## src/mme_pkg.sv

```systemverilog
package mme_pkg;

    // ------------------------------------------------------------
    // opcode layout
    // ------------------------------------------------------------
    // move acc to file: 0110 111a ffff ffff
    localparam logic [6:0] OPC_MOVE_ACC_TO_FILE = 7'h37;
    // multiply literal by acc: 0000 1101 kkkk kkkk
    localparam logic [7:0] OPC_MULTIPLY_LITERAL = 8'h0d;
    // multiply acc by file: 0000 001a ffff ffff
    localparam logic [6:0] OPC_MULTIPLY_FILE    = 7'h01;
    localparam int         BANK_BIT_POS         = 8;

    // ------------------------------------------------------------
    // addressing
    // ------------------------------------------------------------
    localparam logic [7:0] INDEXED_LIMIT        = 8'h5f;
    // access bank low half sits in bank 0, upper half in bank 15
    localparam logic [7:0] ACCESS_SPLIT         = 8'h60;
    localparam logic [3:0] ACCESS_HIGH_BANK     = 4'hf;
    localparam logic [3:0] ACCESS_LOW_BANK      = 4'h0;

    // ------------------------------------------------------------
    // reset values and phases
    // ------------------------------------------------------------
    localparam logic [7:0] PRODUCT_RESET        = 8'h00;
    localparam int         PHASE_COUNT          = 4;

    typedef enum logic [1:0] {
        MME_PH_DECODE,
        MME_PH_READ,
        MME_PH_PROCESS,
        MME_PH_WRITE
    } mme_phase_t;

    typedef enum logic [1:0] {
        MME_OP_NONE,
        MME_OP_MOVE,
        MME_OP_MUL_LIT,
        MME_OP_MUL_FILE
    } mme_op_t;

endpackage

```

## src/mme_addr_gen.sv

```systemverilog
`timescale 1ns/100ps
// ----------------------------------------------------------------
// file operand address generation
// ----------------------------------------------------------------
module mme_addr_gen (
    // operand fields
    input  wire logic [7:0]  file_addr_i,
    input  wire logic        bank_bit_i,
    // core state
    input  wire logic [3:0]  bank_select_register_i,
    input  wire logic        ext_set_en_i,
    input  wire logic [11:0] index_base_i,
    // resolved address
    output logic      [11:0] data_addr_o,
    output logic             indexed_o
);

    // pick access bank, selected bank or indexed offset
    always_comb begin
        indexed_o = ext_set_en_i && !bank_bit_i
                    && (file_addr_i <= mme_pkg::INDEXED_LIMIT);
        if (indexed_o) begin
            data_addr_o = index_base_i + {4'h0, file_addr_i};
        end else if (bank_bit_i) begin
            data_addr_o = {bank_select_register_i, file_addr_i};
        end else if (file_addr_i < mme_pkg::ACCESS_SPLIT) begin
            data_addr_o = {mme_pkg::ACCESS_LOW_BANK, file_addr_i};
        end else begin
            // upper access half maps onto special function registers
            data_addr_o = {mme_pkg::ACCESS_HIGH_BANK, file_addr_i};
        end
    end

endmodule

```

## src/mme_core.sv

```systemverilog
`timescale 1ns/100ps
module mme_core (
    // clock and reset
    input  wire logic        sys_clk_i,
    input  wire logic        rst_i,
    // instruction stream, one word per instruction cycle
    input  wire logic        instr_valid_i,
    input  wire logic [15:0] instr_word_i,
    // core state
    input  wire logic [7:0]  acc_i,
    input  wire logic [3:0]  bank_select_register_i,
    input  wire logic        ext_set_en_i,
    input  wire logic [11:0] index_base_i,
    input  wire logic [4:0]  status_i,
    // data memory port
    output logic      [11:0] mem_addr_o,
    output logic             mem_rd_o,
    input  wire logic [7:0]  mem_rdata_i,
    output logic             mem_wr_o,
    output logic      [7:0]  mem_wdata_o,
    // results
    output logic      [7:0]  product_high_byte_o,
    output logic      [7:0]  product_low_byte_o,
    output logic      [4:0]  status_o,
    output logic             instr_ready_o,
    output logic             instr_done_o,
    output logic             indexed_o
);

    // ------------------------------------------------------------
    // state
    // ------------------------------------------------------------
    typedef struct packed {
        mme_pkg::mme_phase_t phase;
        mme_pkg::mme_op_t    op;
        logic [15:0]         word;
        logic [7:0]          operand;
        logic [7:0]          acc_snap;
        logic [15:0]         product;
        logic [7:0]          prod_hi;
        logic [7:0]          prod_lo;
        logic [11:0]         addr;
        logic                rd;
        logic                wr;
        logic [7:0]          wdata;
        logic                done;
        logic                indexed;
    } mme_state_t;

    mme_state_t  s_q;
    mme_state_t  s_d;
    logic [11:0] gen_addr;
    logic        gen_indexed;
    mme_pkg::mme_op_t dec_op;

    // ------------------------------------------------------------
    // address generation
    // ------------------------------------------------------------
    mme_addr_gen u_addr (
        .file_addr_i            (s_q.word[7:0]),
        .bank_bit_i             (s_q.word[mme_pkg::BANK_BIT_POS]),
        .bank_select_register_i (bank_select_register_i),
        .ext_set_en_i           (ext_set_en_i),
        .index_base_i           (index_base_i),
        .data_addr_o            (gen_addr),
        .indexed_o              (gen_indexed)
    );

    // ------------------------------------------------------------
    // opcode decode
    // ------------------------------------------------------------
    // other opcodes fall through as no operation in this datapath
    always_comb begin
        if (instr_word_i[15:9] == mme_pkg::OPC_MOVE_ACC_TO_FILE) begin
            dec_op = mme_pkg::MME_OP_MOVE;
        end else if (instr_word_i[15:8] == mme_pkg::OPC_MULTIPLY_LITERAL) begin
            dec_op = mme_pkg::MME_OP_MUL_LIT;
        end else if (instr_word_i[15:9] == mme_pkg::OPC_MULTIPLY_FILE) begin
            dec_op = mme_pkg::MME_OP_MUL_FILE;
        end else begin
            dec_op = mme_pkg::MME_OP_NONE;
        end
    end

    // ------------------------------------------------------------
    // four phase sequencer
    // ------------------------------------------------------------
    // one phase per clock, so an instruction cycle is four clocks
    always_comb begin
        s_d      = s_q;
        s_d.rd   = 1'b0;
        s_d.wr   = 1'b0;
        s_d.done = 1'b0;
        unique case (s_q.phase)
            mme_pkg::MME_PH_DECODE: begin
                if (instr_valid_i) begin
                    s_d.word  = instr_word_i;
                    s_d.op    = dec_op;
                    s_d.phase = mme_pkg::MME_PH_READ;
                end
            end
            mme_pkg::MME_PH_READ: begin
                // address is 8-bit offset inside chosen bank, or index base plus offset when indexed
                s_d.addr     = gen_addr;
                s_d.indexed  = gen_indexed;
                s_d.acc_snap = acc_i;
                if (s_q.op == mme_pkg::MME_OP_MUL_LIT) begin
                    s_d.operand = s_q.word[7:0];
                end
                // read is a pure fetch, the source stays intact
                s_d.rd    = (s_q.op == mme_pkg::MME_OP_MUL_FILE);
                s_d.phase = mme_pkg::MME_PH_PROCESS;
            end
            mme_pkg::MME_PH_PROCESS: begin
                if (s_q.op == mme_pkg::MME_OP_MUL_FILE) begin
                    s_d.operand = mem_rdata_i;
                    s_d.product = s_q.acc_snap * mem_rdata_i;
                end else begin
                    s_d.product = s_q.acc_snap * s_q.operand;
                end
                s_d.phase = mme_pkg::MME_PH_WRITE;
            end
            mme_pkg::MME_PH_WRITE: begin
                if (s_q.op == mme_pkg::MME_OP_MOVE) begin
                    s_d.wr    = 1'b1;
                    s_d.wdata = s_q.acc_snap;
                end else if (s_q.op == mme_pkg::MME_OP_MUL_LIT
                             || s_q.op == mme_pkg::MME_OP_MUL_FILE) begin
                    s_d.prod_hi = s_q.product[15:8];
                    s_d.prod_lo = s_q.product[7:0];
                end
                s_d.done  = (s_q.op != mme_pkg::MME_OP_NONE);
                s_d.phase = mme_pkg::MME_PH_DECODE;
            end
        endcase
    end

    // ------------------------------------------------------------
    // state register
    // ------------------------------------------------------------
    always_ff @(posedge sys_clk_i) begin
        if (rst_i) begin
            s_q         <= '0;
            s_q.phase   <= mme_pkg::MME_PH_DECODE;
            s_q.op      <= mme_pkg::MME_OP_NONE;
            s_q.prod_hi <= mme_pkg::PRODUCT_RESET;
            s_q.prod_lo <= mme_pkg::PRODUCT_RESET;
        end else begin
            s_q <= s_d;
        end
    end

    // ------------------------------------------------------------
    // outputs
    // ------------------------------------------------------------
    // memory strobes are registered one-cycle pulses
    assign mem_addr_o          = s_q.addr;
    assign mem_rd_o            = s_q.rd;
    assign mem_wr_o            = s_q.wr;
    assign mem_wdata_o         = s_q.wdata;
    assign product_high_byte_o = s_q.prod_hi;
    assign product_low_byte_o  = s_q.prod_lo;
    assign instr_done_o        = s_q.done;
    assign indexed_o           = s_q.indexed;
    assign instr_ready_o       = (s_q.phase == mme_pkg::MME_PH_DECODE);
    // no overflow, carry or zero detection: flags pass straight through
    assign status_o            = status_i;

endmodule

```

## config.mk

```make
export PLATFORM = sky130hd
export DESIGN_NAME = mme_core
export DESIGN_NICKNAME = d
export VERILOG_FILES = /design/src/mme_pkg.sv /design/src/mme_addr_gen.sv /design/src/mme_core.sv
export SDC_FILE = /design/constraint.sdc
export NUM_CORES = 1
export LEC_CHECK = 0
export ABC_AREA = 1
export BUFFER_PORTS_ARGS = -buffer_cell sky130_fd_sc_hd__buf_2
export CAP_MARGIN = 20
export CORE_ASPECT_RATIO = 0.5
export CORE_MARGIN = 10
export CORE_UTILIZATION = 61
export DETAILED_ROUTE_END_ITERATION = 8
export PLACE_DENSITY = 0.83
export SLEW_MARGIN = 5
export SYNTH_ARGS = -nofsm -noshare
export SYNTH_HDL_FRONTEND = slang
export SYNTH_HIERARCHICAL = 1
export SYNTH_SLANG_ARGS = --single-unit
export TNS_END_PERCENT = 1
```

## constraint.sdc

```tcl
create_clock -name sys_clk_i -period 4.95 [get_ports sys_clk_i]
set_input_delay 0.2475 -clock sys_clk_i [delete_from_list [all_inputs] [get_ports sys_clk_i]]
set_output_delay 0.2475 -clock sys_clk_i [all_outputs]
set_load 0.01 [all_outputs]
```

==> results of run 1 <==
-- layout make-up --
cell class / count / area [um2] / area share, %
Clock inverter: 6 / 47.5 / 0.496
Clock buffer: 9 / 225 / 2.35
Tap cell: 198 / 248 / 2.58
Inverter: 303 / 1140 / 11.9
Sequential cell: 85 / 1700 / 17.7
Timing Repair Buffer: 102 / 536 / 5.58
Multi-Input combinational cell: 891 / 5700 / 59.4
-- stage by stage --
| stage | power (mW) | util (%) | hold slack (ps) | std cells | cell area (um2) |
|---|---|---|---|---|---|
| floorplan | 2.52 | - | 382 | 1377 | 9090 |
| global placement | 3.01 | 64.1 | 459 | 1579 | 9320 |
| detailed placement | 3.08 | 64.1 | 470 | 1579 | 9320 |
| CTS | 3.73 | 65.9 | 131 | 1594 | 9590 |
| global route | 4.09 | 65.9 | 140 | 1594 | 9590 |
| finish | 3.73 | 65.9 | 134 | 1594 | 9590 |
-- registers in the layout (all words and copies together) (netlist names) --
signal,cells
product_low_byte_o,8
indexed_o,1
instr_done_o,1
s_q,45
mem_wdata_o,8
mem_rd_o,1
mem_addr_o,12
product_high_byte_o,8
mem_wr_o,1
-- logic make-up (layout without fill, tap and decap cells) --
| kind of cell | Yosys count | count (layout) | share of synthesized area, % |
|---|---|---|---|
| simple gates | 604 | 604 | 27.0 |
| buf+inv | 401 | 420 | 18.6 |
| fa+ha+maj | 157 | 157 | 27.6 |
| compound gates | 124 | 124 | 7.39 |
| flops | 85 | 85 | 18.7 |
| xor+xnor | 6 | 6 | 0.578 |
-- critical path, stage by stage, from the launching register on --
cell and delay [ps]:
sky130_fd_sc_hd__dfxtp_1 780, sky130_fd_sc_hd__nand2_1 140, sky130_fd_sc_hd__fa_1 490, sky130_fd_sc_hd__fa_1 540, sky130_fd_sc_hd__inv_1 60, sky130_fd_sc_hd__fa_1 530
sky130_fd_sc_hd__inv_1 60, sky130_fd_sc_hd__fa_1 540, sky130_fd_sc_hd__inv_1 50, sky130_fd_sc_hd__ha_1 340, sky130_fd_sc_hd__nand2_1 120, sky130_fd_sc_hd__inv_1 60
sky130_fd_sc_hd__nand2_1 60, sky130_fd_sc_hd__nand2_1 80, sky130_fd_sc_hd__o21ai_0 300, sky130_fd_sc_hd__nand3_1 130, sky130_fd_sc_hd__nand2_1 80, sky130_fd_sc_hd__inv_1 40
-- synth_stat cells, types with 2 or more instances --
cell / number
sky130_fd_sc_hd__inv_1: 299
sky130_fd_sc_hd__nand3_2: 3
sky130_fd_sc_hd__o21ai_1: 3
sky130_fd_sc_hd__clkbuf_1: 48
sky130_fd_sc_hd__dfxtp_1: 85
sky130_fd_sc_hd__nand3_1: 62
sky130_fd_sc_hd__xnor2_1: 2
sky130_fd_sc_hd__buf_4: 41
sky130_fd_sc_hd__or2_0: 2
sky130_fd_sc_hd__buf_2: 3
sky130_fd_sc_hd__nand3b_1: 3
sky130_fd_sc_hd__nor3_1: 3
sky130_fd_sc_hd__a31oi_1: 8
sky130_fd_sc_hd__buf_6: 3
sky130_fd_sc_hd__buf_1: 2
sky130_fd_sc_hd__nor2_1: 163
sky130_fd_sc_hd__inv_2: 4
sky130_fd_sc_hd__a21oi_1: 25
sky130_fd_sc_hd__nand4_1: 15
sky130_fd_sc_hd__o221ai_1: 2
sky130_fd_sc_hd__o21ai_0: 75
sky130_fd_sc_hd__fa_1: 73
sky130_fd_sc_hd__nand2_1: 346
sky130_fd_sc_hd__xor2_1: 4
sky130_fd_sc_hd__o211ai_1: 5
sky130_fd_sc_hd__ha_1: 84
-- routing by layer --
metal | vias up | share of wire, % | wire length (um) | track usage, %
met5 | - | 0 | 0 | 0
met4 | 0 | 1.9 | 450 | 6.82
met3 | 49 | 11 | 2540 | 6.59
met2 | 339 | 44 | 10700 | 39.3
met1 | 3909 | 43 | 10400 | 30.8
li1 | 4115 | - | - | -
-- worst max-delay path by stage --
stage / start / end / slack, ps / depth (start not counted)
floorplan: s_q[57] / s_q[55] / 720 / 21
global placement: s_q[59] / s_q[49] / 610 / 17
detailed placement: s_q[57] / s_q[55] / 500 / 19
CTS: s_q[57] / s_q[52] / 490 / 20
global route: s_q[57] / s_q[52] / 180 / 20
finish: s_q[59] / s_q[49] / 440 / 17
-- power breakdown --
| group | internal (mW) | leakage [nW] | switching (mW) |
|---|---|---|---|
| sequential | 0.842 | 0.693 | 0.220 |
| combinational | 0.722 | 5.30 | 1.31 |
| clock | 0.342 | 0.126 | 0.293 |
==> report_table.html, run 1 <==
<table>
<tr><th>Metric</th><th>Value</th></tr>
<tr><th colspan="2">Floorplanning</th></tr>
<tr><td>Die outline area</td><td>around 20000 um2</td></tr>
<tr><td>Effective utilization at floorplan</td><td>between 60% and 70%</td></tr>
<tr><td>Die X-Extent</td><td>193 um</td></tr>
<tr><td>Number of top-level pins</td><td>between 100 and 150</td></tr>
<tr><td>Die height</td><td>~110 um</td></tr>
<tr><td>FP Rows</td><td>31</td></tr>
<tr><td>Core area</td><td>14500 um2</td></tr>
<tr><th colspan="2">Power and ir drop</th></tr>
<tr><td>Ratio of total power to cell area</td><td>just under 400 nW/um2</td></tr>
<tr><td>Static leakage power</td><td>about 6.1 nW</td></tr>
<tr><td>Peak supply drop</td><td>around 340 uV</td></tr>
<tr><th colspan="2">CTS</th></tr>
<tr><td>Worst skew pair latency</td><td>~340 ps</td></tr>
<tr><td>Clock tree sinks</td><td>85</td></tr>
<tr><td>Clk slew on worst S/H paths</td><td>70 ps</td></tr>
<tr><td>H-tree lvl count</td><td>3</td></tr>
<tr><td>Number of buffers inserted during clock tree synthesis</td><td>9</td></tr>
<tr><td>Cts repair resizes</td><td>0</td></tr>
<tr><td>Total of hold buffers inserted after clock tree synthesis</td><td>0</td></tr>
<tr><td>CTS tree</td><td>done</td></tr>
<tr><td>Root Buffer Master</td><td>sky130_fd_sc_hd__clkbuf_16</td></tr>
<tr><td>Largest buffer count on any clock path</td><td>2</td></tr>
<tr><td>Post-CTS setup buffer count</td><td>0</td></tr>
<tr><th colspan="2">Critical path</th></tr>
<tr><td>Critical path fanouts, max</td><td>18</td></tr>
<tr><td>Cells on worst reg2reg path</td><td>17</td></tr>
<tr><td>Reg2Reg Setup Slack</td><td>440 ps</td></tr>
<tr><td>Category of the critical setup timing path</td><td>flip-flop to flip-flop</td></tr>
<tr><td>Data required time of the critical path</td><td>a little over 5000 ps</td></tr>
<tr><td>Reg-to-reg startpoint</td><td>s_q[59]</td></tr>
<tr><td>Reg-to-reg endpoint</td><td>s_q[49]</td></tr>
<tr><td>Element type at the critical path start</td><td>flip-flop</td></tr>
<tr><td>Arrival @ worst endpoint</td><td>4750 ps</td></tr>
<tr><td>Element type at the critical path end</td><td>flip-flop</td></tr>
<tr><th colspan="2">Global routing</th></tr>
<tr><td>Initial antenna violation count</td><td>1</td></tr>
<tr><td>Total gr overflow</td><td>0</td></tr>
<tr><td>First-pass GRT wire length</td><td>between 40 and 50 mm</td></tr>
<tr><td>Number of global-route vias before repair</td><td>8461</td></tr>
<tr><td>Maximum number of pins on one net before global-route repair</td><td>51</td></tr>
<tr><td>Total GRT Usage</td><td>24.1%</td></tr>
<tr><th colspan="2">Logic synthesis</th></tr>
<tr><td>Number of unique standard cell types used by synthesis</td><td>40</td></tr>
<tr><td>Post-synth top area cell</td><td>sky130_fd_sc_hd__dfxtp_1</td></tr>
<tr><td>Syn_nets</td><td>between 1500 and 2000</td></tr>
<tr><td>Main area contributors after synthesis</td><td>sky130_fd_sc_hd__dfxtp_1 19%, sky130_fd_sc_hd__fa_1 16%, sky130_fd_sc_hd__nand2_1 14%</td></tr>
<tr><td>Register bit count reported by yosys</td><td>85</td></tr>
<tr><td>Count of synthesis-stage warnings from yosys</td><td>6</td></tr>
<tr><td>Sequential fraction of the synthesis area</td><td>a little under a fifth</td></tr>
<tr><td>Syn_area_per_cell</td><td>about 6.6 um2</td></tr>
<tr><td>Async set-reset flop share out of synthesis</td><td>0%</td></tr>
<tr><td>Top cell type's share of synthesized area</td><td>between 10% and 20%</td></tr>
<tr><td>Most used flip-flop cell after synthesis</td><td>sky130_fd_sc_hd__dfxtp_1</td></tr>
<tr><td>Synthesized instance count</td><td>1377</td></tr>
<tr><td>Number of flops mapped to enable cells by yosys</td><td>0</td></tr>
<tr><td>Post-synthesis instance area</td><td>a little over 9000 um2</td></tr>
<tr><th colspan="2">Routing</th></tr>
<tr><td>Initial DRT Pass Iterations</td><td>5</td></tr>
<tr><td>Average wire per standard cell</td><td>~15 um</td></tr>
<tr><td>Total detailed-routing wirelength</td><td>between 20 and 25 mm</td></tr>
<tr><td>Antenna Nets Post-Route</td><td>0</td></tr>
<tr><td>Number of vias per cell after detailed routing</td><td>around 5.3</td></tr>
<tr><td>Number of vias in the routed layout</td><td>8412</td></tr>
<tr><td>Post-detailed-route DRC marker count</td><td>0</td></tr>
<tr><td>Drt initial violations</td><td>702</td></tr>
<tr><th colspan="2">Timing</th></tr>
<tr><td>Worst setup skew after layout</td><td>about 9.4 ps</td></tr>
<tr><td>Period utilisation layout</td><td>91.1%</td></tr>
<tr><td>Count of final hold-check violations</td><td>0</td></tr>
<tr><td>Minimum clock period after layout</td><td>between 4000 and 5000 ps</td></tr>
<tr><td>Pins over their slew limit</td><td>0</td></tr>
<tr><td>Final sum of negative setup slack</td><td>0 ps</td></tr>
<tr><td>Slew of the pin with the lowest slew margin</td><td>791 ps</td></tr>
<tr><td>Worst slew margin</td><td>47.2%</td></tr>
<tr><td>Setup repair after global routing missed its margin</td><td>no</td></tr>
<tr><td>Final setup fails</td><td>0</td></tr>
<tr><td>Final setup margin</td><td>between 400 and 500 ps</td></tr>
<tr><td>Max frequency</td><td>222 MHz</td></tr>
<tr><th colspan="2">Run status</th></tr>
<tr><td>Outcome</td><td>complete, no violations</td></tr>
<tr><th colspan="2">Worst hold path</th></tr>
<tr><td>End of the worst hold path</td><td>s_q[62]</td></tr>
<tr><td>Min-Delay Path Class</td><td>primary input to flip-flop</td></tr>
<tr><td>HP Start</td><td>acc_i[6]</td></tr>
<tr><td>Hold path cells</td><td>3</td></tr>
<tr><th colspan="2">Placed design</th></tr>
<tr><td>Placed wire-length estimate</td><td>19.4 mm</td></tr>
<tr><td>Final GP Congestion</td><td>between 0.9 and 1</td></tr>
<tr><td>Count of port buffers added during placement</td><td>92</td></tr>
<tr><td>Post-placement setup slack</td><td>500 ps</td></tr>
<tr><th colspan="2">Flow run</th></tr>
<tr><td>Max-cap viol count</td><td>0</td></tr>
<tr><th colspan="2">Finish</th></tr>
<tr><td>Fraction of final layout cells with drive strength greater than 1</td><td>approximately a tenth</td></tr>
<tr><td>Net count, final</td><td>1606</td></tr>
<tr><td>Most common cell after layout, fill and taps aside</td><td>sky130_fd_sc_hd__nand2_1</td></tr>
<tr><td>Diodes inserted</td><td>0</td></tr>
<tr><td>Top library cells by usage in the layout, fill and taps aside</td><td>346 x sky130_fd_sc_hd__nand2_1, 299 x sky130_fd_sc_hd__inv_1, 163 x sky130_fd_sc_hd__nor2_1, 92 x sky130_fd_sc_hd__buf_2, 85 x sky130_fd_sc_hd__dfxtp_1</td></tr>
<tr><td>Number of filler instances in the final layout</td><td>roughly 1300</td></tr>
<tr><td>Signed area change from the synthesized netlist to the final layout</td><td>5.48%</td></tr>
</table>
Note: power is estimated with default switching activity, not from simulation.
==> run 2: changes to the inputs <==
- CORE_UTILIZATION: 61 -> 33
- CTS_CLUSTER_SIZE: default -> 28
- PLACE_DENSITY: 0.83 -> default
- SKIP_LAST_GASP: default -> 1
==> report_table.html, run 2 (synthesis results as in run 1) <==
<table>
<tr><th>Metric</th><th>Value</th></tr>
<tr><th colspan="2">Power and ir drop</th></tr>
<tr><td>Peak supply drop</td><td>approximately 230 uV</td></tr>
<tr><td>Static leakage power</td><td>around 6.2 nW</td></tr>
<tr><td>Total power consumption of the routed design</td><td>between 3 and 4 mW</td></tr>
<tr><td>Ratio of total power to cell area</td><td>approximately 380 nW/um2</td></tr>
<tr><th colspan="2">Global routing</th></tr>
<tr><td>Initial antenna violation count</td><td>3</td></tr>
<tr><td>Total GRT Usage</td><td>~14%</td></tr>
<tr><td>Total gr overflow</td><td>0</td></tr>
<tr><td>First-pass GRT wire length</td><td>just under 40 mm</td></tr>
<tr><td>Maximum number of pins on one net before global-route repair</td><td>a little under 50</td></tr>
<tr><td>Number of global-route vias before repair</td><td>7920</td></tr>
<tr><th colspan="2">Placed design</th></tr>
<tr><td>Post-Place Cells</td><td>approximately 1700</td></tr>
<tr><td>Final GP Congestion</td><td>between 0.8 and 0.9</td></tr>
<tr><td>Placed wire-length estimate</td><td>between 15 and 20 mm</td></tr>
<tr><td>Post-placement setup slack</td><td>roughly 640 ps</td></tr>
<tr><td>Count of port buffers added during placement</td><td>92</td></tr>
<tr><th colspan="2">Routing</th></tr>
<tr><td>Antenna Nets Post-Route</td><td>0</td></tr>
<tr><td>Post-detailed-route DRC marker count</td><td>0</td></tr>
<tr><td>Average wire per standard cell</td><td>approximately 14 um</td></tr>
<tr><td>Number of vias per cell after detailed routing</td><td>4.56</td></tr>
<tr><td>Initial DRT Pass Iterations</td><td>5</td></tr>
<tr><td>Total detailed-routing wirelength</td><td>between 20 and 25 mm</td></tr>
<tr><td>Drt initial violations</td><td>between 400 and 500</td></tr>
<tr><td>Number of vias in the routed layout</td><td>~8000</td></tr>
<tr><th colspan="2">Finish</th></tr>
<tr><td>Most common cell after layout, fill and taps aside</td><td>sky130_fd_sc_hd__nand2_1</td></tr>
<tr><td>Cell Count, Final, Fillers Out</td><td>roughly 1800</td></tr>
<tr><td>Top library cells by usage in the layout, fill and taps aside</td><td>346 x sky130_fd_sc_hd__nand2_1, 298 x sky130_fd_sc_hd__inv_1, 163 x sky130_fd_sc_hd__nor2_1, 92 x sky130_fd_sc_hd__buf_2, 85 x sky130_fd_sc_hd__dfxtp_1</td></tr>
<tr><td>Register area</td><td>approximately 1700 um2</td></tr>
<tr><td>Area of the multi-input gates</td><td>about 5700 um2</td></tr>
<tr><td>Fraction of final layout cells with drive strength greater than 1</td><td>a little under a tenth</td></tr>
<tr><td>Biggest register</td><td>s_q</td></tr>
<tr><td>Number of filler instances in the final layout</td><td>about 3000</td></tr>
<tr><td>Final core occ</td><td>a little under two fifths</td></tr>
<tr><td>Net count, final</td><td>approximately 1600</td></tr>
<tr><td>Flip-flop count of the largest register after layout</td><td>between 40 and 50</td></tr>
<tr><td>Signed area change from the synthesized netlist to the final layout</td><td>8.23%</td></tr>
<tr><th colspan="2">Floorplanning</th></tr>
<tr><td>Die X-Extent</td><td>255 um</td></tr>
<tr><td>Die outline area</td><td>35000 um2</td></tr>
<tr><td>Core area</td><td>roughly 27000 um2</td></tr>
<tr><td>Number of top-level pins</td><td>between 100 and 150</td></tr>
<tr><td>FP Rows</td><td>42</td></tr>
<tr><td>Die height</td><td>137 um</td></tr>
<tr><td>Effective utilization at floorplan</td><td>between 30 and 40%</td></tr>
<tr><th colspan="2">CTS</th></tr>
<tr><td>Root Buffer Master</td><td>sky130_fd_sc_hd__clkbuf_16</td></tr>
<tr><td>Worst skew pair latency</td><td>~360 ps</td></tr>
<tr><td>H-tree lvl count</td><td>3</td></tr>
<tr><td>Total of hold buffers inserted after clock tree synthesis</td><td>0</td></tr>
<tr><td>Clock tree sinks</td><td>85</td></tr>
<tr><td>Number of buffers inserted during clock tree synthesis</td><td>9</td></tr>
<tr><td>CTS tree</td><td>done</td></tr>
<tr><td>Post-CTS setup buffer count</td><td>0</td></tr>
<tr><td>Clk slew on worst S/H paths</td><td>60 ps</td></tr>
<tr><td>Largest buffer count on any clock path</td><td>2</td></tr>
<tr><td>Cts repair resizes</td><td>0</td></tr>
<tr><th colspan="2">Critical path</th></tr>
<tr><td>Arrival @ worst endpoint</td><td>between 4000 and 5000 ps</td></tr>
<tr><td>Category of the critical setup timing path</td><td>flip-flop to flip-flop</td></tr>
<tr><td>Element type at the critical path start</td><td>flip-flop</td></tr>
<tr><td>Data required time of the critical path</td><td>~5200 ps</td></tr>
<tr><td>Critical path fanouts, max</td><td>10</td></tr>
<tr><td>Cells on worst reg2reg path</td><td>20</td></tr>
<tr><td>Element type at the critical path end</td><td>flip-flop</td></tr>
<tr><th colspan="2">Timing</th></tr>
<tr><td>Final setup fails</td><td>0</td></tr>
<tr><td>Worst setup skew after layout</td><td>approximately 13 ps</td></tr>
<tr><td>Pins over their slew limit</td><td>0</td></tr>
<tr><td>Minimum clock period after layout</td><td>4320 ps</td></tr>
<tr><td>Final setup margin</td><td>roughly 630 ps</td></tr>
<tr><td>Slew of the pin with the lowest slew margin</td><td>between 800 and 900 ps</td></tr>
<tr><td>Period utilisation layout</td><td>~87%</td></tr>
<tr><td>Max frequency</td><td>roughly 230 MHz</td></tr>
<tr><td>Count of final hold-check violations</td><td>0</td></tr>
<tr><td>Setup repair after global routing missed its margin</td><td>no</td></tr>
<tr><td>Final sum of negative setup slack</td><td>0 ps</td></tr>
<tr><td>Worst slew margin</td><td>around 44%</td></tr>
<tr><th colspan="2">Flow run</th></tr>
<tr><td>Max-cap viol count</td><td>0</td></tr>
<tr><th colspan="2">Run status</th></tr>
<tr><td>Outcome</td><td>complete, no violations</td></tr>
<tr><th colspan="2">Worst hold path</th></tr>
<tr><td>Min-Delay Path Class</td><td>primary input to flip-flop</td></tr>
<tr><td>Hold path cells</td><td>3</td></tr>
</table>
## run 2: changes by cell type in the layout (fill, tap and decap cells not counted), sizes merged
cell	change
inv	-3
buf	+2
clkinv	+2
bufinv	+1
clkbuf	+3
clkinvlp	-3
diode	+2
## run 2: critical path: stages, from the launching register on
cell	delay, ps
sky130_fd_sc_hd__dfxtp_1	540
sky130_fd_sc_hd__buf_4	260
sky130_fd_sc_hd__nand2_1	60
sky130_fd_sc_hd__inv_1	70
sky130_fd_sc_hd__fa_1	440
sky130_fd_sc_hd__fa_1	520
sky130_fd_sc_hd__fa_1	500
sky130_fd_sc_hd__inv_1	60
sky130_fd_sc_hd__fa_1	520
sky130_fd_sc_hd__inv_1	40
sky130_fd_sc_hd__ha_1	360
sky130_fd_sc_hd__nand2_1	90
sky130_fd_sc_hd__nand2_1	80
sky130_fd_sc_hd__nand2_1	100
sky130_fd_sc_hd__nand2_1	60
sky130_fd_sc_hd__nand2_1	70
sky130_fd_sc_hd__nand4_1	90
sky130_fd_sc_hd__nand3_1	160
sky130_fd_sc_hd__nand3_1	80
sky130_fd_sc_hd__nand2_1	70
sky130_fd_sc_hd__inv_1	30
## run 2: cell type report
| class | count | share of cell area, % |
|---|---|---|
| Clock inverter | 3 | 0.445 |
| Timing Repair Buffer | 104 | 5.59 |
| Antenna cell | 2 | 0.0509 |
| Sequential cell | 85 | 17.3 |
| Multi-Input combinational cell | 891 | 57.9 |
| Clock buffer | 12 | 2.71 |
| Tap cell | 352 | 4.48 |
| Inverter | 303 | 11.6 |
## run 2: through the flow
stage          hold slack [ps]  area [um2]
6_report                   124        9840
2_1_floorplan              382        9090
5_1_grt                    121        9840
4_1_cts                    109        9840
3_5_place_dp               467        9530
3_3_place_gp               462        9530
## run 2: path summary, 6_finish.rpt
| kind | endpoint | slack (ps) | startpoint |
|---|---|---|---|
| worst min register to register | product_low_byte_o[0] | 480 | product_low_byte_o[0] |
| worst min-delay path | s_q[63] | 120 | acc_i[7] |
| worst max register to register | s_q[55] | 630 | s_q[60] |
| worst max-delay path | s_q[55] | 630 | s_q[60] |
## run 2: routing by layer
| layer | track usage (%) | vias up | routed length [um] |
|---|---|---|---|
| met5 | 0 | - | 13 |
| met4 | 3.09 | 2 | 320 |
| met3 | 2.76 | 21 | 1060 |
| met2 | 24.4 | 140 | 10900 |
| met1 | 18.0 | 3706 | 11600 |
| li1 | - | 4117 | - |
## run 2: report_power, final
group / switching [mW] / leakage, nW / internal, mW / total (mW)
registers: 0.177 / 0.693 / 0.842 / 1.02
logic: 1.30 / 5.31 / 0.721 / 2.02
clock network: 0.298 / 0.155 / 0.430 / 0.728
total: 1.77 / 6.16 / 1.99 / 3.77
